--- config.mk ---
export PLATFORM = sky130hd
export DESIGN_NAME = dms_device_flat
export DESIGN_NICKNAME = d
export VERILOG_FILES = /design/src/inc/dms_pkg.sv /design/src/inc/dms_link.sv /design/src/design/dms_device.sv /design/src/flat_wrapper.sv
export SDC_FILE = /design/constraint.sdc
export NUM_CORES = 1
export LEC_CHECK = 0
export BUFFER_PORTS_ARGS = -buffer_cell sky130_fd_sc_hd__clkbuf_2
export CORE_ASPECT_RATIO = 1.2
export CORE_MARGIN = 2
export CORE_UTILIZATION = 35
export CTS_BUF_LIST = sky130_fd_sc_hd__clkbuf_2
export DETAILED_ROUTE_END_ITERATION = 12
export PLACE_DENSITY_LB_ADDON = 0.08
export SLEW_MARGIN = 10
export SYNTH_ARGS = -nofsm -noshare
export SYNTH_HDL_FRONTEND = slang
export SYNTH_SLANG_ARGS = --single-unit
--- constraint.sdc ---
create_clock -name ref_clk -period 4.1 [get_ports ref_clk]
set_clock_uncertainty 0.05 [all_clocks]
set_input_delay 0.82 -clock ref_clk [delete_from_list [all_inputs] [get_ports ref_clk]]
set_output_delay 0.82 -clock ref_clk [all_outputs]
set_load 0.005 [all_outputs]
--- src/inc/dms_pkg.sv ---
/*
 * dms_pkg: constants shared by the diagnostic selector device end, its
 * host controller end and the link between them.
 * Assumes a single 100 MHz clock and 8-bit registers on the link.
 */
package dms_pkg;
    localparam int NUM_CH = 8;
    localparam int SEL_W = 3;
    localparam int RNG_W = 4;
    localparam int LADDR_W = 6;
    localparam int LDATA_W = 8;
    localparam int OSP_W = 3;
    localparam int OSR_W = 4;

    // device register map (link addresses)
    localparam logic [5:0] DEV_RANGE_FIRST = 6'h03;
    localparam logic [5:0] DEV_RANGE_LAST = 6'h06;
    localparam logic [5:0] DEV_OVERSAMPLE = 6'h08;
    localparam logic [5:0] DEV_DIAG_A = 6'h28;
    localparam logic [5:0] DEV_DIAG_D = 6'h2B;
    localparam logic [7:0] DEV_RANGE_RST = 8'h33;
    localparam logic [7:0] DEV_OS_RST = 8'h00;
    localparam logic [7:0] DEV_DIAG_RST = 8'h00;

    // two channels per 8-bit register: low channel at 0, high at 4
    localparam int HALF_POS = 4;
    localparam logic [3:0] OS_RATIO_MASK = 4'hF;

    // range codes
    localparam logic [3:0] RNG_10V = 4'h3;
    localparam logic [3:0] RNG_5V = 4'h2;

    // selector codes
    localparam logic [2:0] SEL_EXT = 3'h0;
    localparam logic [2:0] SEL_TEMP = 3'h1;
    localparam logic [2:0] SEL_REF = 3'h2;
    localparam logic [2:0] SEL_ANALOG_REG = 3'h3;
    localparam logic [2:0] SEL_DIGITAL_REG = 3'h4;
    localparam logic [2:0] SEL_LOGIC_SUPPLY = 3'h5;
    localparam logic [2:0] SEL_ANALOG_GND = 3'h6;
    localparam logic [2:0] SEL_ANALOG_SUPPLY = 3'h7;

    // host APB register map
    localparam logic [11:0] HR_CTRL = 12'h000;
    localparam logic [11:0] HR_CMD = 12'h004;
    localparam logic [11:0] HR_STATUS = 12'h008;
    // CTRL fields
    localparam int CTRL_REF_SEL = 0;
    localparam int CTRL_IFACE_SEL = 1;
    localparam int CTRL_RANGE_PIN = 2;
    localparam int CTRL_OS_LSB = 4;
    localparam int CTRL_FULL_RST = 8;
    localparam logic [31:0] CTRL_RST = 32'h0000_0003;
    // CMD fields
    localparam int CMD_ADDR_LSB = 0;
    localparam int CMD_WDATA_LSB = 8;
    localparam int CMD_WRITE = 16;
    // STATUS fields
    localparam int ST_BUSY = 0;
    localparam int ST_REFUSED = 1;
    localparam int ST_RANGE_VIOL = 2;
    localparam int ST_RDATA_LSB = 8;

    // full reset pulse on the link
    localparam int CLK_PERIOD_NS = 10;
    localparam int FULL_RST_NS = 100;
    localparam int FULL_RST_CYC = (FULL_RST_NS + CLK_PERIOD_NS - 1) / CLK_PERIOD_NS;
    localparam int FRC_W = 8;
endpackage : dms_pkg

--- src/inc/dms_link.sv ---
/*
 * dms_link: register port and configuration pins between the host
 * controller and the diagnostic selector device.
 * Assumes both ends run on the same clock; no clocking block.
 */
`timescale 1ns/1ps
interface dms_link;
    import dms_pkg::*;
    logic req;
    logic wr;
    logic [LADDR_W-1:0] addr;
    logic [LDATA_W-1:0] wdata;
    logic [LDATA_W-1:0] rdata;
    logic ack;
    logic err;
    logic full_rst;
    logic ref_sel;
    logic iface_sel;
    logic [OSP_W-1:0] os_pins;
    logic range_pin;

    modport dev (
        input req, wr, addr, wdata, full_rst, ref_sel, iface_sel, os_pins, range_pin,
        output rdata, ack, err
    );
    modport host (
        output req, wr, addr, wdata, full_rst, ref_sel, iface_sel, os_pins, range_pin,
        input rdata, ack, err
    );
endinterface : dms_link

--- src/design/dms_device.sv ---
/*
 * dms_device: register bank and configuration-pin decode of an
 * eight-channel converter's diagnostic input selectors.
 * Assumes the host holds req until ack and drives the pins synchronously.
 */
`timescale 1ns/1ps
module dms_device (
    input wire logic ref_clk,
    input wire logic nrst,
    dms_link.dev lnk,
    output logic [dms_pkg::NUM_CH*dms_pkg::SEL_W-1:0] ch_sel,
    output logic [dms_pkg::NUM_CH-1:0] ch_ext_connect,
    output logic [dms_pkg::NUM_CH*dms_pkg::RNG_W-1:0] ch_range,
    output logic [dms_pkg::OSR_W-1:0] os_ratio,
    output logic sw_mode,
    output logic serial_mode,
    output logic parallel_mode,
    output logic int_ref_en,
    output logic diag_ref_internal
);
    import dms_pkg::*;

    localparam int NREG = NUM_CH / 2;

    logic [LDATA_W-1:0] range_r [NREG];
    logic [LDATA_W-1:0] diag_r [NREG];
    logic [LDATA_W-1:0] os_r;
    logic ack_r;
    logic err_r;
    logic [LDATA_W-1:0] rdata_r;
    logic [NUM_CH*SEL_W-1:0] ch_sel_r;
    logic [NUM_CH-1:0] ext_r;
    logic [NUM_CH*RNG_W-1:0] range_out_r;
    logic [OSR_W-1:0] os_ratio_r;
    logic sw_mode_r;
    logic serial_r;
    logic parallel_r;
    logic int_ref_r;
    logic diag_ref_r;

    logic sw_now;
    logic take;
    logic in_range;
    logic in_diag;
    logic is_os;
    logic mapped;
    logic refused;
    logic [1:0] ridx;
    logic [1:0] didx;
    logic [LDATA_W-1:0] rd_val;

    // all ratio pins high hands ranges and ratio over to the register map
    assign sw_now = &lnk.os_pins;
    // ack_r masks the cycle in which the host still shows the answered req
    assign take = lnk.req && !ack_r;
    assign in_range = lnk.addr >= DEV_RANGE_FIRST && lnk.addr <= DEV_RANGE_LAST;
    assign in_diag = lnk.addr >= DEV_DIAG_A && lnk.addr <= DEV_DIAG_D;
    assign is_os = lnk.addr == DEV_OVERSAMPLE;
    assign mapped = in_range || in_diag || is_os;
    assign ridx = 2'(lnk.addr - DEV_RANGE_FIRST);
    assign didx = 2'(lnk.addr - DEV_DIAG_A);
    // register port only exists on the serial interface
    assign refused = !lnk.iface_sel || !mapped || (lnk.wr && !sw_now);

    always_comb begin
        rd_val = '0;
        if (in_range) begin
            rd_val = range_r[ridx];
        end else if (in_diag) begin
            rd_val = diag_r[didx];
        end else if (is_os) begin
            rd_val = os_r;
        end
    end

    // link handshake: one ack per taken request, never in two consecutive cycles
    always_ff @(posedge ref_clk or negedge nrst) begin
        if (!nrst) begin
            ack_r <= 1'b0;
        end else if (lnk.full_rst) begin
            ack_r <= 1'b0;
        end else begin
            ack_r <= take;
        end
    end

    // answer of a request; stands until the next one is taken or a full reset clears it
    always_ff @(posedge ref_clk or negedge nrst) begin
        if (!nrst) begin
            err_r <= 1'b0;
            rdata_r <= '0;
        end else if (lnk.full_rst) begin
            err_r <= 1'b0;
            rdata_r <= '0;
        end else if (take) begin
            err_r <= refused;
            // refused reads give zero so stale map contents never leak out
            rdata_r <= (refused || lnk.wr) ? '0 : rd_val;
        end
    end

    // register bank; full reset restores defaults
    always_ff @(posedge ref_clk or negedge nrst) begin
        if (!nrst) begin
            for (int k = 0; k < NREG; k++) begin
                range_r[k] <= DEV_RANGE_RST;
                diag_r[k] <= DEV_DIAG_RST;
            end
            os_r <= DEV_OS_RST;
        end else if (lnk.full_rst) begin
            for (int k = 0; k < NREG; k++) begin
                range_r[k] <= DEV_RANGE_RST;
                diag_r[k] <= DEV_DIAG_RST;
            end
            os_r <= DEV_OS_RST;
        end else if (take && lnk.wr && !refused) begin
            if (in_range) begin
                range_r[ridx] <= lnk.wdata;
            end else if (in_diag) begin
                diag_r[didx] <= lnk.wdata;
            end else begin
                os_r <= lnk.wdata;
            end
        end
    end

    // per-channel selector decode, registered onto the outputs
    for (genvar i = 0; i < NUM_CH; i++) begin : g_ch
        localparam int RI = i / 2;
        localparam int POS = (i % 2) * HALF_POS;
        logic [SEL_W-1:0] sel;
        assign sel = diag_r[RI][POS +: SEL_W];

        always_ff @(posedge ref_clk or negedge nrst) begin
            if (!nrst) begin
                ch_sel_r[i*SEL_W +: SEL_W] <= SEL_EXT;
                ext_r[i] <= 1'b1;
                range_out_r[i*RNG_W +: RNG_W] <= RNG_10V;
            end else begin
                ch_sel_r[i*SEL_W +: SEL_W] <= sel;
                ext_r[i] <= sel == SEL_EXT;
                if (sw_now) begin
                    range_out_r[i*RNG_W +: RNG_W] <= range_r[RI][POS +: RNG_W];
                end else begin
                    range_out_r[i*RNG_W +: RNG_W] <= lnk.range_pin ? RNG_10V : RNG_5V;
                end
            end
        end
    end

    // operating mode and the oversampling ratio it selects
    always_ff @(posedge ref_clk or negedge nrst) begin
        if (!nrst) begin
            sw_mode_r <= 1'b0;
            os_ratio_r <= '0;
        end else begin
            sw_mode_r <= sw_now;
            // hardware mode: ratio straight from the pins
            os_ratio_r <= sw_now ? (os_r[OSR_W-1:0] & OS_RATIO_MASK)
                                 : OSR_W'(lnk.os_pins);
        end
    end

    // data interface; both flags kept so each port mux has its own enable
    always_ff @(posedge ref_clk or negedge nrst) begin
        if (!nrst) begin
            serial_r <= 1'b0;
            parallel_r <= 1'b0;
        end else begin
            serial_r <= lnk.iface_sel;
            parallel_r <= !lnk.iface_sel;
        end
    end

    // reference source; the diagnostic node tracks the same pin
    always_ff @(posedge ref_clk or negedge nrst) begin
        if (!nrst) begin
            int_ref_r <= 1'b0;
            diag_ref_r <= 1'b0;
        end else begin
            int_ref_r <= lnk.ref_sel;
            diag_ref_r <= lnk.ref_sel;
        end
    end

    assign lnk.ack = ack_r;
    assign lnk.err = err_r;
    assign lnk.rdata = rdata_r;
    assign ch_sel = ch_sel_r;
    assign ch_ext_connect = ext_r;
    assign ch_range = range_out_r;
    assign os_ratio = os_ratio_r;
    assign sw_mode = sw_mode_r;
    assign serial_mode = serial_r;
    assign parallel_mode = parallel_r;
    assign int_ref_en = int_ref_r;
    assign diag_ref_internal = diag_ref_r;
endmodule : dms_device

--- src/flat_wrapper.sv ---
// flat-port wrapper written by rule: the top's interface ports become plain ports
module dms_device_flat import dms_pkg::*;
  (ref_clk, nrst, ch_sel, ch_ext_connect, ch_range, os_ratio, sw_mode, serial_mode, parallel_mode, int_ref_en, diag_ref_internal, lnk_req, lnk_wr, lnk_addr, lnk_wdata, lnk_full_rst, lnk_ref_sel, lnk_iface_sel, lnk_os_pins, lnk_range_pin, lnk_rdata, lnk_ack, lnk_err);
  dms_link lnk_i ();
  input wire logic ref_clk;
  input wire logic nrst;
  output logic [dms_pkg::NUM_CH*dms_pkg::SEL_W-1:0] ch_sel;
  output logic [dms_pkg::NUM_CH-1:0] ch_ext_connect;
  output logic [dms_pkg::NUM_CH*dms_pkg::RNG_W-1:0] ch_range;
  output logic [dms_pkg::OSR_W-1:0] os_ratio;
  output logic sw_mode;
  output logic serial_mode;
  output logic parallel_mode;
  output logic int_ref_en;
  output logic diag_ref_internal;
  input wire logic [$bits(lnk_i.req)-1:0] lnk_req;
  input wire logic [$bits(lnk_i.wr)-1:0] lnk_wr;
  input wire logic [$bits(lnk_i.addr)-1:0] lnk_addr;
  input wire logic [$bits(lnk_i.wdata)-1:0] lnk_wdata;
  input wire logic [$bits(lnk_i.full_rst)-1:0] lnk_full_rst;
  input wire logic [$bits(lnk_i.ref_sel)-1:0] lnk_ref_sel;
  input wire logic [$bits(lnk_i.iface_sel)-1:0] lnk_iface_sel;
  input wire logic [$bits(lnk_i.os_pins)-1:0] lnk_os_pins;
  input wire logic [$bits(lnk_i.range_pin)-1:0] lnk_range_pin;
  output wire logic [$bits(lnk_i.rdata)-1:0] lnk_rdata;
  output wire logic [$bits(lnk_i.ack)-1:0] lnk_ack;
  output wire logic [$bits(lnk_i.err)-1:0] lnk_err;
  assign lnk_i.req = lnk_req;
  assign lnk_i.wr = lnk_wr;
  assign lnk_i.addr = lnk_addr;
  assign lnk_i.wdata = lnk_wdata;
  assign lnk_i.full_rst = lnk_full_rst;
  assign lnk_i.ref_sel = lnk_ref_sel;
  assign lnk_i.iface_sel = lnk_iface_sel;
  assign lnk_i.os_pins = lnk_os_pins;
  assign lnk_i.range_pin = lnk_range_pin;
  assign lnk_rdata = lnk_i.rdata;
  assign lnk_ack = lnk_i.ack;
  assign lnk_err = lnk_i.err;
  dms_device u_core (.ref_clk(ref_clk), .nrst(nrst), .lnk(lnk_i), .ch_sel(ch_sel), .ch_ext_connect(ch_ext_connect), .ch_range(ch_range), .os_ratio(os_ratio), .sw_mode(sw_mode), .serial_mode(serial_mode), .parallel_mode(parallel_mode), .int_ref_en(int_ref_en), .diag_ref_internal(diag_ref_internal));
endmodule
After elaboration in Yosys (flattened, before gate mapping):

Index checks and enable logic that the tools add are counted.

* output and inout port bits: 83
* input bits: 25
* flip-flop bits (word level): 154

* bitwise logic cells: 2
* order comparisons: 8
* reduce and logical (&&, ||, !) cells: 34
* add/sub/neg operators: 2
* eq/ne operators: 3
* mux-type cells: 42

Operators with widths (number)
* 2-to-1 mux 32 bit: 7
* 2-to-1 mux 8 bit: 16
* bitwise mux 32 bit: 2
* 2-to-1 mux 4 bit: 9
* binary-select mux 8 bit (select 2 bit): 2
* demux 8 bit (select 2 bit): 2
* zero test 3 bit: 8
* AND reduction 3 bit: 3
* logical AND 1 bit: 8
* nonzero test 2 bit: 4
* == test 6 x 4 -> 1 bit, second input constant: 1
* >= comparator 3 bit, second input constant: 2
* >= comparator 6 x 2 -> 1 bit, second input constant: 1
* >= comparator 6 bit, second input constant: 1
* less-or-equal comparator 6 x 3 -> 1 bit, second input constant: 1
* less-or-equal comparator 6 bit, second input constant: 1
* < comparator 3 x 1 -> 1 bit, second input constant: 2
* NOT 2 -> 3 bit: 2
* zero test 1 bit: 5
* logical OR 1 bit: 5
* 2-to-1 mux 1 bit: 4
* != test 2 bit, second input constant: 2
* AND reduction 2 bit: 1
* subtractor 2 x 1 -> 2 bit, second input constant: 1
* subtractor 2 bit, second input constant: 1

Longest topological paths before layout:

Gate-level depths: netlist (run 1).

* depth after elaboration: 11
* depth in mapped cells: 9
* depth with buffers taken out: 6

Worst setup path before layout (run 1):

OpenSTA, ideal clock, no wires.

* path type: input -> register
* start point: input lnk_addr[0]
* end point: register u_core.rdata_r[6], in the netlist u_core.lnk.rdata[6]
* stages on the path: 9
* path buffers: 3
* arrival time: 2.566 ns
* path slack: 1.363 ns
* library setup time: 0.121 ns
* cells stage by stage: buf_4 > buf_6 > inv_1 > ha_1 > buf_1 > mux4_2 > nor4_1 > a311oi_1 > a22o_1

* longest elaborated chain between the ends: 11

RTL lines
* start, declared: RTL line flat_wrapper.sv:18 `input wire logic [$bits(lnk_i.addr)-1:0] lnk_addr;`
* parallel branches: the longest is 8 deep, another holds subtractor 2 x 1 -> 2 bit
* 2-to-1 mux 8 bit (*): RTL line dms_device.sv:98 `rdata_r <= (refused || lnk.wr) ? '0 : rd_val;`
* 2-to-1 mux 8 bit (*): RTL line dms_device.sv:95 `end else if (take) begin`
* 2-to-1 mux 8 bit (*): RTL line dms_device.sv:92 `end else if (lnk.full_rst) begin`
* end signal, assigned: RTL line dms_device.sv:98
* end, declared: RTL line dms_device.sv:30 `logic [LDATA_W-1:0] rdata_r;`

Mark *: on every way between the ends. The select of a mux whose other input is x is not followed.
A chain may end at the register's enable or synchronous reset.

Worst setup path in the final report (run 1):

* start point: input lnk_addr[0]
* end point: register u_core.rdata_r[1], in the netlist u_core.lnk.rdata[1]

The elaborated chain is that of the path after synthesis.

==> results of run 1 <==
-- registers in the layout (all words and copies together), names as in the netlist --
register,flops
u_core.range_r,32
u_core.os_r,8
u_core.lnk.err,1
u_core.int_ref_en,1
u_core.parallel_mode,1
u_core.lnk.rdata,8
u_core.lnk.ack,1
u_core.ch_sel,24
u_core.diag_r,32
u_core.os_ratio,4
u_core.ch_ext_connect,8
u_core.sw_mode,1
u_core.serial_mode,1
u_core.ch_range,32
-- final timing paths --
| check | depth (start not counted) | end |
|---|---|---|
| max | 8 | u_core.lnk.rdata[1] |
| min | 1 | u_core.int_ref_en |
| max reg2reg | 4 | u_core.range_r[15] |
| min reg2reg | 0 | u_core.ch_sel[3] |
| max in group asynchronous | 2 | u_core.range_r[24] |
| min in group ref_clk | 1 | u_core.int_ref_en |
-- routing by layer --
| layer | up-vias | global-route usage [%] |
|---|---|---|
| li1 | 2324 | - |
| met1 | 2664 | 31.0 |
| met2 | 217 | 31.4 |
| met3 | 25 | 4.42 |
| met4 | 0 | 5.98 |
| met5 | - | 0 |
-- cell families (layout without fill, tap and decap cells) --
group	after synthesis	count (layout)
buffers and inverters	63	154
muxes	16	16
adders and majority gates	6	6
and+or+nand+nor	177	177
AOI/OAI and AO/OA	168	168
other	0	1
DFF	154	154
-- worst register-to-register path, delay by kind of cell, from the launching register on --
family,cells,cell delay [ns]
AOI/OAI and AO/OA,1,0.20
DFF,1,0.47
and+or+nand+nor,3,1.52
-- where the power goes --
part           switching (W)  internal, W  total [W]  leakage, nW
logic               0.000148    0.0000504   0.000198         1.18
registers         0.00000410      0.00154    0.00154         2.00
clock network       0.000566     0.000278   0.000843        0.130
total               0.000718      0.00187    0.00259         3.31
-- metrics by stage --
stage	utilization, %	instances	setup slack [ns]	total power (W)	hold slack, ns
3_3_place_gp	39.2	899	0.882	0.00176	0.378
4_1_cts	40.4	931	1.66	0.00262	0.0275
5_1_grt	40.4	932	1.52	0.00271	0.00743
6_report	40.4	932	1.59	0.00259	0.101
3_5_place_dp	39.2	899	0.778	0.00177	0.373
2_1_floorplan	-	584	1.36	0.00167	0.334
-- final cells by class --
| type | count | area (sq um) | area share [%] |
|---|---|---|---|
| repair buffers | 117 | 617 | 8.09 |
| diodes | 1 | 2.50 | 0.0328 |
| clock inverters | 15 | 150 | 1.97 |
| well taps | 256 | 320 | 4.20 |
| clock buffers | 17 | 85.1 | 1.12 |
| multi-input cells | 367 | 2530 | 33.1 |
| inverters | 5 | 18.8 | 0.246 |
| flip-flops and latches | 154 | 3900 | 51.2 |
-- cells in the final DEF, fill, tap and decap left out, types with 3 or more instances in the layout --
cell        synthesis  layout
nand2b_1            9       9
o21a_1              3       3
dfrtp_1           114     114
a22o_1              9       9
and3_1              6       6
o21bai_1            8       8
a31oi_1             8       8
clkinv_1            0       3
a311oi_1            8       8
nand4_1            27      27
a21o_1              8       8
nor3_1             17      17
clkbuf_2            0     123
buf_4               2      10
o31ai_1             9       9
o21ai_1             8       8
nand3b_1            6       6
inv_1               4       4
clkinv_4            0       3
a21oi_1            58      58
and2_1             21      21
nand2_1             9       9
nor4_1             16      16
nand3_1            48      48
clkinvlp_4          0       4
a211o_1             4       4
mux4_2             16      16
ha_1                6       6
dfstp_2            40      40
o21ai_0            44      44
==> summary.md, run 1 <==
| Metric | Value |
|---|---|
| Multiplexer share of the synthesized area | `5.37%` |
| Total track usage | `21.0%` |
| Vias in the first global route | `5,234` |
| Worst path bufs/invs | `3` |
| Synth Cell Area | `0.00671 sq mm` |
| Row cnt | `55` |
| Post-DRT Antenna Nets | `0` |
| CTS tree | `yes` |
| Distinct cells, synth | `47` |
| Delay-heaviest family, CP | `buffers and inverters` |
| CP Capture Type | `flop` |
| EDFF count, synth | `0` |
| Max layer used | `met4` |
| WP data arrival | `3.12 ns` |
| Post-route cell area | `0.00762 sq mm` |
| CP max stage delay | `0.49 ns` |
| Required time worst endpoint | `4.71 ns` |
| Met3 WL | `1260 um` |
| Synth warn | `0` |
| R2R Setup Slk | `1.81 ns` |
| Core footprint | `0.0189 sq mm` |
| Most area-hungry cell type in the Yosys netlist | `dfrtp_1` |
| GRT overflow | `0` |
| Crit-path cells | `clkbuf_2, buf_4, inv_1, ha_1, mux4_2, nor4_1, a311oi_1, a22o_1` |
| H-tree depth | `4` |
| Clock sink count | `154` |
| Total CTS buffers | `17` |
| Drt drc | `0` |
| Most used DFF post-synth | `dfrtp_1` |
| DRT iter0 DRCs | `414` |
| Vias/cell | `5.61` |
| Pwr dens | `339 mW/mm^2` |
| HP Class | `in2async` |
| I/O Pins | `108` |
| Synth Area in Adders | `1.12%` |
| Initial antenna violation count | `1` |
| Slew Limit Fails | `0` |
| RSZ-0062 raised after global routing | `no` |
| Final hold viol count | `0` |
| Skew-Pair Late Insertion Delay | `0.73 ns` |
| Met2 WL | `9460 um` |
| M1 WL | `9570 um` |
| Vias | `5,230` |
| Clock Tree Root | `clkbuf_2` |
| Final Setup Violations | `0` |
| Outcome | `finished, final reports clean` |
| Slew headroom | `25.1%` |
| Largest family of logic cells by synthesized area | `simple AND/OR/NAND/NOR gates` |
| Routability cong. | `0.899` |
| Synthesized net count | `615` |
| Layout area overhead | `13.6%` |
| Seq/Total Area, Yosys | `58.2%` |
| Die X-Extent | `130 um` |
| PortBufs | `107` |
| Critical path's slowest cell | `ha_1` |
| R2R Path Start | `u_core.lnk.ack` |
| Initial Utilization | `35.6%` |
| DP Wirelength | `14,100 um` |
| Synth area leaders | `dfrtp_1 43%, dfstp_2 16%, mux4_2 5.4%` |
| Avg WL per Cell | `22.1 um` |
| DRT Pass-1 Iters | `6` |
| CTS resizes | `0` |
| Synth cell count leaders | `114 x dfrtp_1, 58 x a21oi_1, 48 x nand3_1, 44 x o21ai_0, 40 x dfstp_2` |
| Die area | `0.0203 sq mm` |
| Die height | `156 um` |
| Maximum number of pins on one net before global-route repair | `103` |
| Asr flop ratio synth | `100%` |
| Worst Path Class, Setup | `in2reg` |
| Placed cell areas | `0.00739 sq mm` |
| Maximum clock rate | `399 MHz` |
| Number of post-CTS setup repair buffers | `0` |
| Period Utilization, post-route | `61.1%` |
| Post-synthesis simple-gate area fraction | `16.1%` |
| Longest Clk Path Bufs | `2` |
| Startpoint Class | `input pin` |
| Share of layout cells above drive strength 1 | `31.6%` |
| Syn_area_per_cell | `11.5 sq um` |
| Hold buffers post-CTS | `0` |
| Fillers | `1,921` |
| Area fraction in compound gates after synthesis | `15.0%` |
| Post-route minimum period | `2.51 ns` |
| CP max FO | `12` |
| Crit. Startpoint | `lnk_addr[0]` |
| Clock transition at path regs | `0.24 ns` |
| P_leak | `3.31 nW` |
| Synth top area share | `42.5%` |
| # nets final | `693` |
| Setup tns final | `0 ns` |
| Flops & latches, synth | `154` |
| Max VDD drop | `166 uV` |
| Post-Synthesis Cells | `584` |
| Top-count cell post-synth | `dfrtp_1` |
| Xor/xnor cell area share of the yosys netlist | `0%` |
| Final WL | `20,600 um` |
| First-pass GRT wire length | `31,900 um` |
| Slew @ Worst Pin | `1.12 ns` |
| Max Cap Violations | `0` |
Power figures use the tool's default switching activity.
==> inputs of run 2 (changes only) <==
clock period = 2.47 ns   (was 4.1 ns; I/O delays follow)
==> summary.md, run 2 (synthesized netlist as in run 1, its figures left out) <==
| Metric | Value |
|---|---|
| P_leak | `3.45 nW (+4.2%)` |
| Total CTS buffers | `17 (unchanged)` |
| Maximum number of pins on one net before global-route repair | `73 (-29%)` |
| DRT iter0 DRCs | `405 (-2.2%)` |
| WP data arrival | `1.41 ns (-1.71 ns)` |
| Clock sink count | `154 (unchanged)` |
| Critical path's slowest cell | `dfstp_2` |
| GRT overflow | `0 (unchanged)` |
| Max Cap Violations | `0 (unchanged)` |
| Post-route minimum period | `1.96 ns` |
| Most common cell after layout, fill and taps aside | `clkbuf_2` |
| Startpoint Class | `flop` |
| Max VDD drop | `300 uV (+80%)` |
| CP Capture Type | `output port` |
| Drt drc | `0 (unchanged)` |
| Layout area overhead | `17.2%` |
| RSZ-0062 raised after global routing | `no` |
| DP Wirelength | `14,100 um (+0.48%)` |
| Skew-Pair Late Insertion Delay | `0.73 ns (about the same)` |
| DRT Pass-1 Iters | `5 (-1)` |
| Worst path bufs/invs | `1 (-2)` |
| Slew Limit Fails | `0 (unchanged)` |
| CTS tree | `yes` |
| Clock transition at path regs | `0.22 ns (-0.02 ns)` |
| Post-route cell area | `0.00786 sq mm (+3.1%)` |
| Required time worst endpoint | `1.93 ns (-2.78 ns)` |
| Clock Tree Root | `clkbuf_2` |
| Period Utilization, post-route | `79.2%` |
| Row cnt | `55 (unchanged)` |
| CP max FO | `1 (-11)` |
| Share of layout cells above drive strength 1 | `33.0% (+1.4 points)` |
| Number of post-CTS setup repair buffers | `0 (unchanged)` |
| Vias | `5,314 (+1.6%)` |
| H-tree depth | `4 (unchanged)` |
| Crit-path cells | `clkbuf_2` |
| # nets final | `722 (+4.2%)` |
| Slew @ Worst Pin | `0.781 ns (-0.339 ns)` |
| Placed cell areas | `0.00756 sq mm (+2.4%)` |
| Avg WL per Cell | `21.3 um (-4.0%)` |
| WP depth | `1 (-7)` |
| Pwr dens | `533 mW/mm^2 (+57%)` |
| Fillers | `1,861 (-3.1%)` |
| Core footprint | `0.0189 sq mm (unchanged)` |
| Hold buffers post-CTS | `10 (+10)` |
| CTS resizes | `0 (unchanged)` |
| Fin cells | `961 (+3.1%)` |
| Final Util | `41.7% (+1.3 points)` |
| Initial Utilization | `35.6% (unchanged)` |
| Design Power | `0.00419 W (+62%)` |
| Die area | `0.0203 sq mm (unchanged)` |
| Total track usage | `20.7% (-0.31 points)` |
| CP max stage delay | `0.57 ns (+0.08 ns)` |
| Die X-Extent | `130 um (unchanged)` |
| Hold depth | `3` |
| Delay-heaviest family, CP | `flip-flops` |
| Final hold viol count | `0 (unchanged)` |
| PortBufs | `107 (unchanged)` |
| Routability cong. | `0.866 (-3.6%)` |
| HP Class | `in2reg` |
| Cells after DPL | `918 (+2.1%)` |
| Worst Path Class, Setup | `reg2out` |
| Post-DRT Antenna Nets | `0 (unchanged)` |
| Final WL | `20,400 um (-0.96%)` |
| Outcome | `finished, final reports clean` |
| Vias in the first global route | `5,355 (+2.3%)` |
| Slew headroom | `47.9% (+23 points)` |
| Hold WS | `0.104 ns (+0.00309 ns)` |
| I/O Pins | `108 (unchanged)` |
| Maximum clock rate | `511 MHz` |
| Initial antenna violation count | `1 (unchanged)` |
| Final Setup Violations | `0 (unchanged)` |
| First-pass GRT wire length | `31,400 um (-1.6%)` |
| Longest Clk Path Bufs | `2 (unchanged)` |
| Vias/cell | `5.53 (-1.5%)` |
| Die height | `156 um (unchanged)` |
| Cell depth of the worst flop-to-flop path | `4 (unchanged)` |
| Commonest non-fill, non-tap cells in the layout | `126 x clkbuf_2, 114 x dfrtp_1, 58 x a21oi_1` |
run 2: cell types whose count changed in the layout (fill, tap and decap cells not counted):
cell / previous run / this run
buf_4: 10 / 26
clkinvlp_4: 4 / 3
dlygate4sd3_1: 0 / 10
bufinv_16: 2 / 1
nor3_4: 2 / 1
clkinv_4: 3 / 1
nor3_2: 1 / 2
buf_12: 0 / 3
clkbuf_2: 123 / 126
clkinv_2: 1 / 2
run 2: worst paths after layout:
check / start / endpoint / slack (ns)
worst max-delay path: u_core.ch_range[0] / ch_range[0] / 0.51
worst min-delay path: lnk_wdata[7] / u_core.diag_r[23] / 0.10
worst max register to register: u_core.lnk.ack / u_core.range_r[11] / 0.62
worst min register to register: u_core.diag_r[28] / u_core.ch_sel[3] / 0.42
max in group asynchronous: nrst / u_core.range_r[8] / 1.44
min in group asynchronous: nrst / u_core.int_ref_en / 0.20
run 2: per-stage QoR:
| step | TNS, ns | setup WS (ns) |
|---|---|---|
| 6_report | 0 | 0.513 |
| 5_1_grt | 0 | 0.404 |
| 4_1_cts | 0 | 0.436 |
| 3_5_place_dp | -0.140 | -0.0652 |
| 3_3_place_gp | -0.116 | -0.0603 |
| 2_1_floorplan | 0 | 0.0592 |
run 2: final cells by class:
type | instances | area, sq um | area share [%]
Inverter | 5 | 18.8 | 0.239
Timing Repair Buffer | 146 | 897 | 11.4
Sequential cell | 154 | 3900 | 49.6
Antenna cell | 1 | 2.50 | 0.0318
Multi-Input combinational cell | 367 | 2520 | 32.0
Clock buffer | 20 | 100 | 1.27
Tap cell | 256 | 320 | 4.07
Clock inverter | 12 | 100 | 1.27
run 2: where the power goes:
group          internal [W]  switching, W
Clock              0.000368      0.000898
Combinational      0.000113      0.000251
Sequential          0.00256    0.00000696
Total               0.00304       0.00116
run 2: per-layer routing:
layer | vias to the layer above | wire length [um] | GRT usage [%]
met5 | - | 0 | 0
met4 | 0 | 402 | 6.89
met3 | 26 | 1200 | 4.53
met2 | 181 | 9570 | 31.8
met1 | 2721 | 9260 | 29.2
li1 | 2386 | - | -
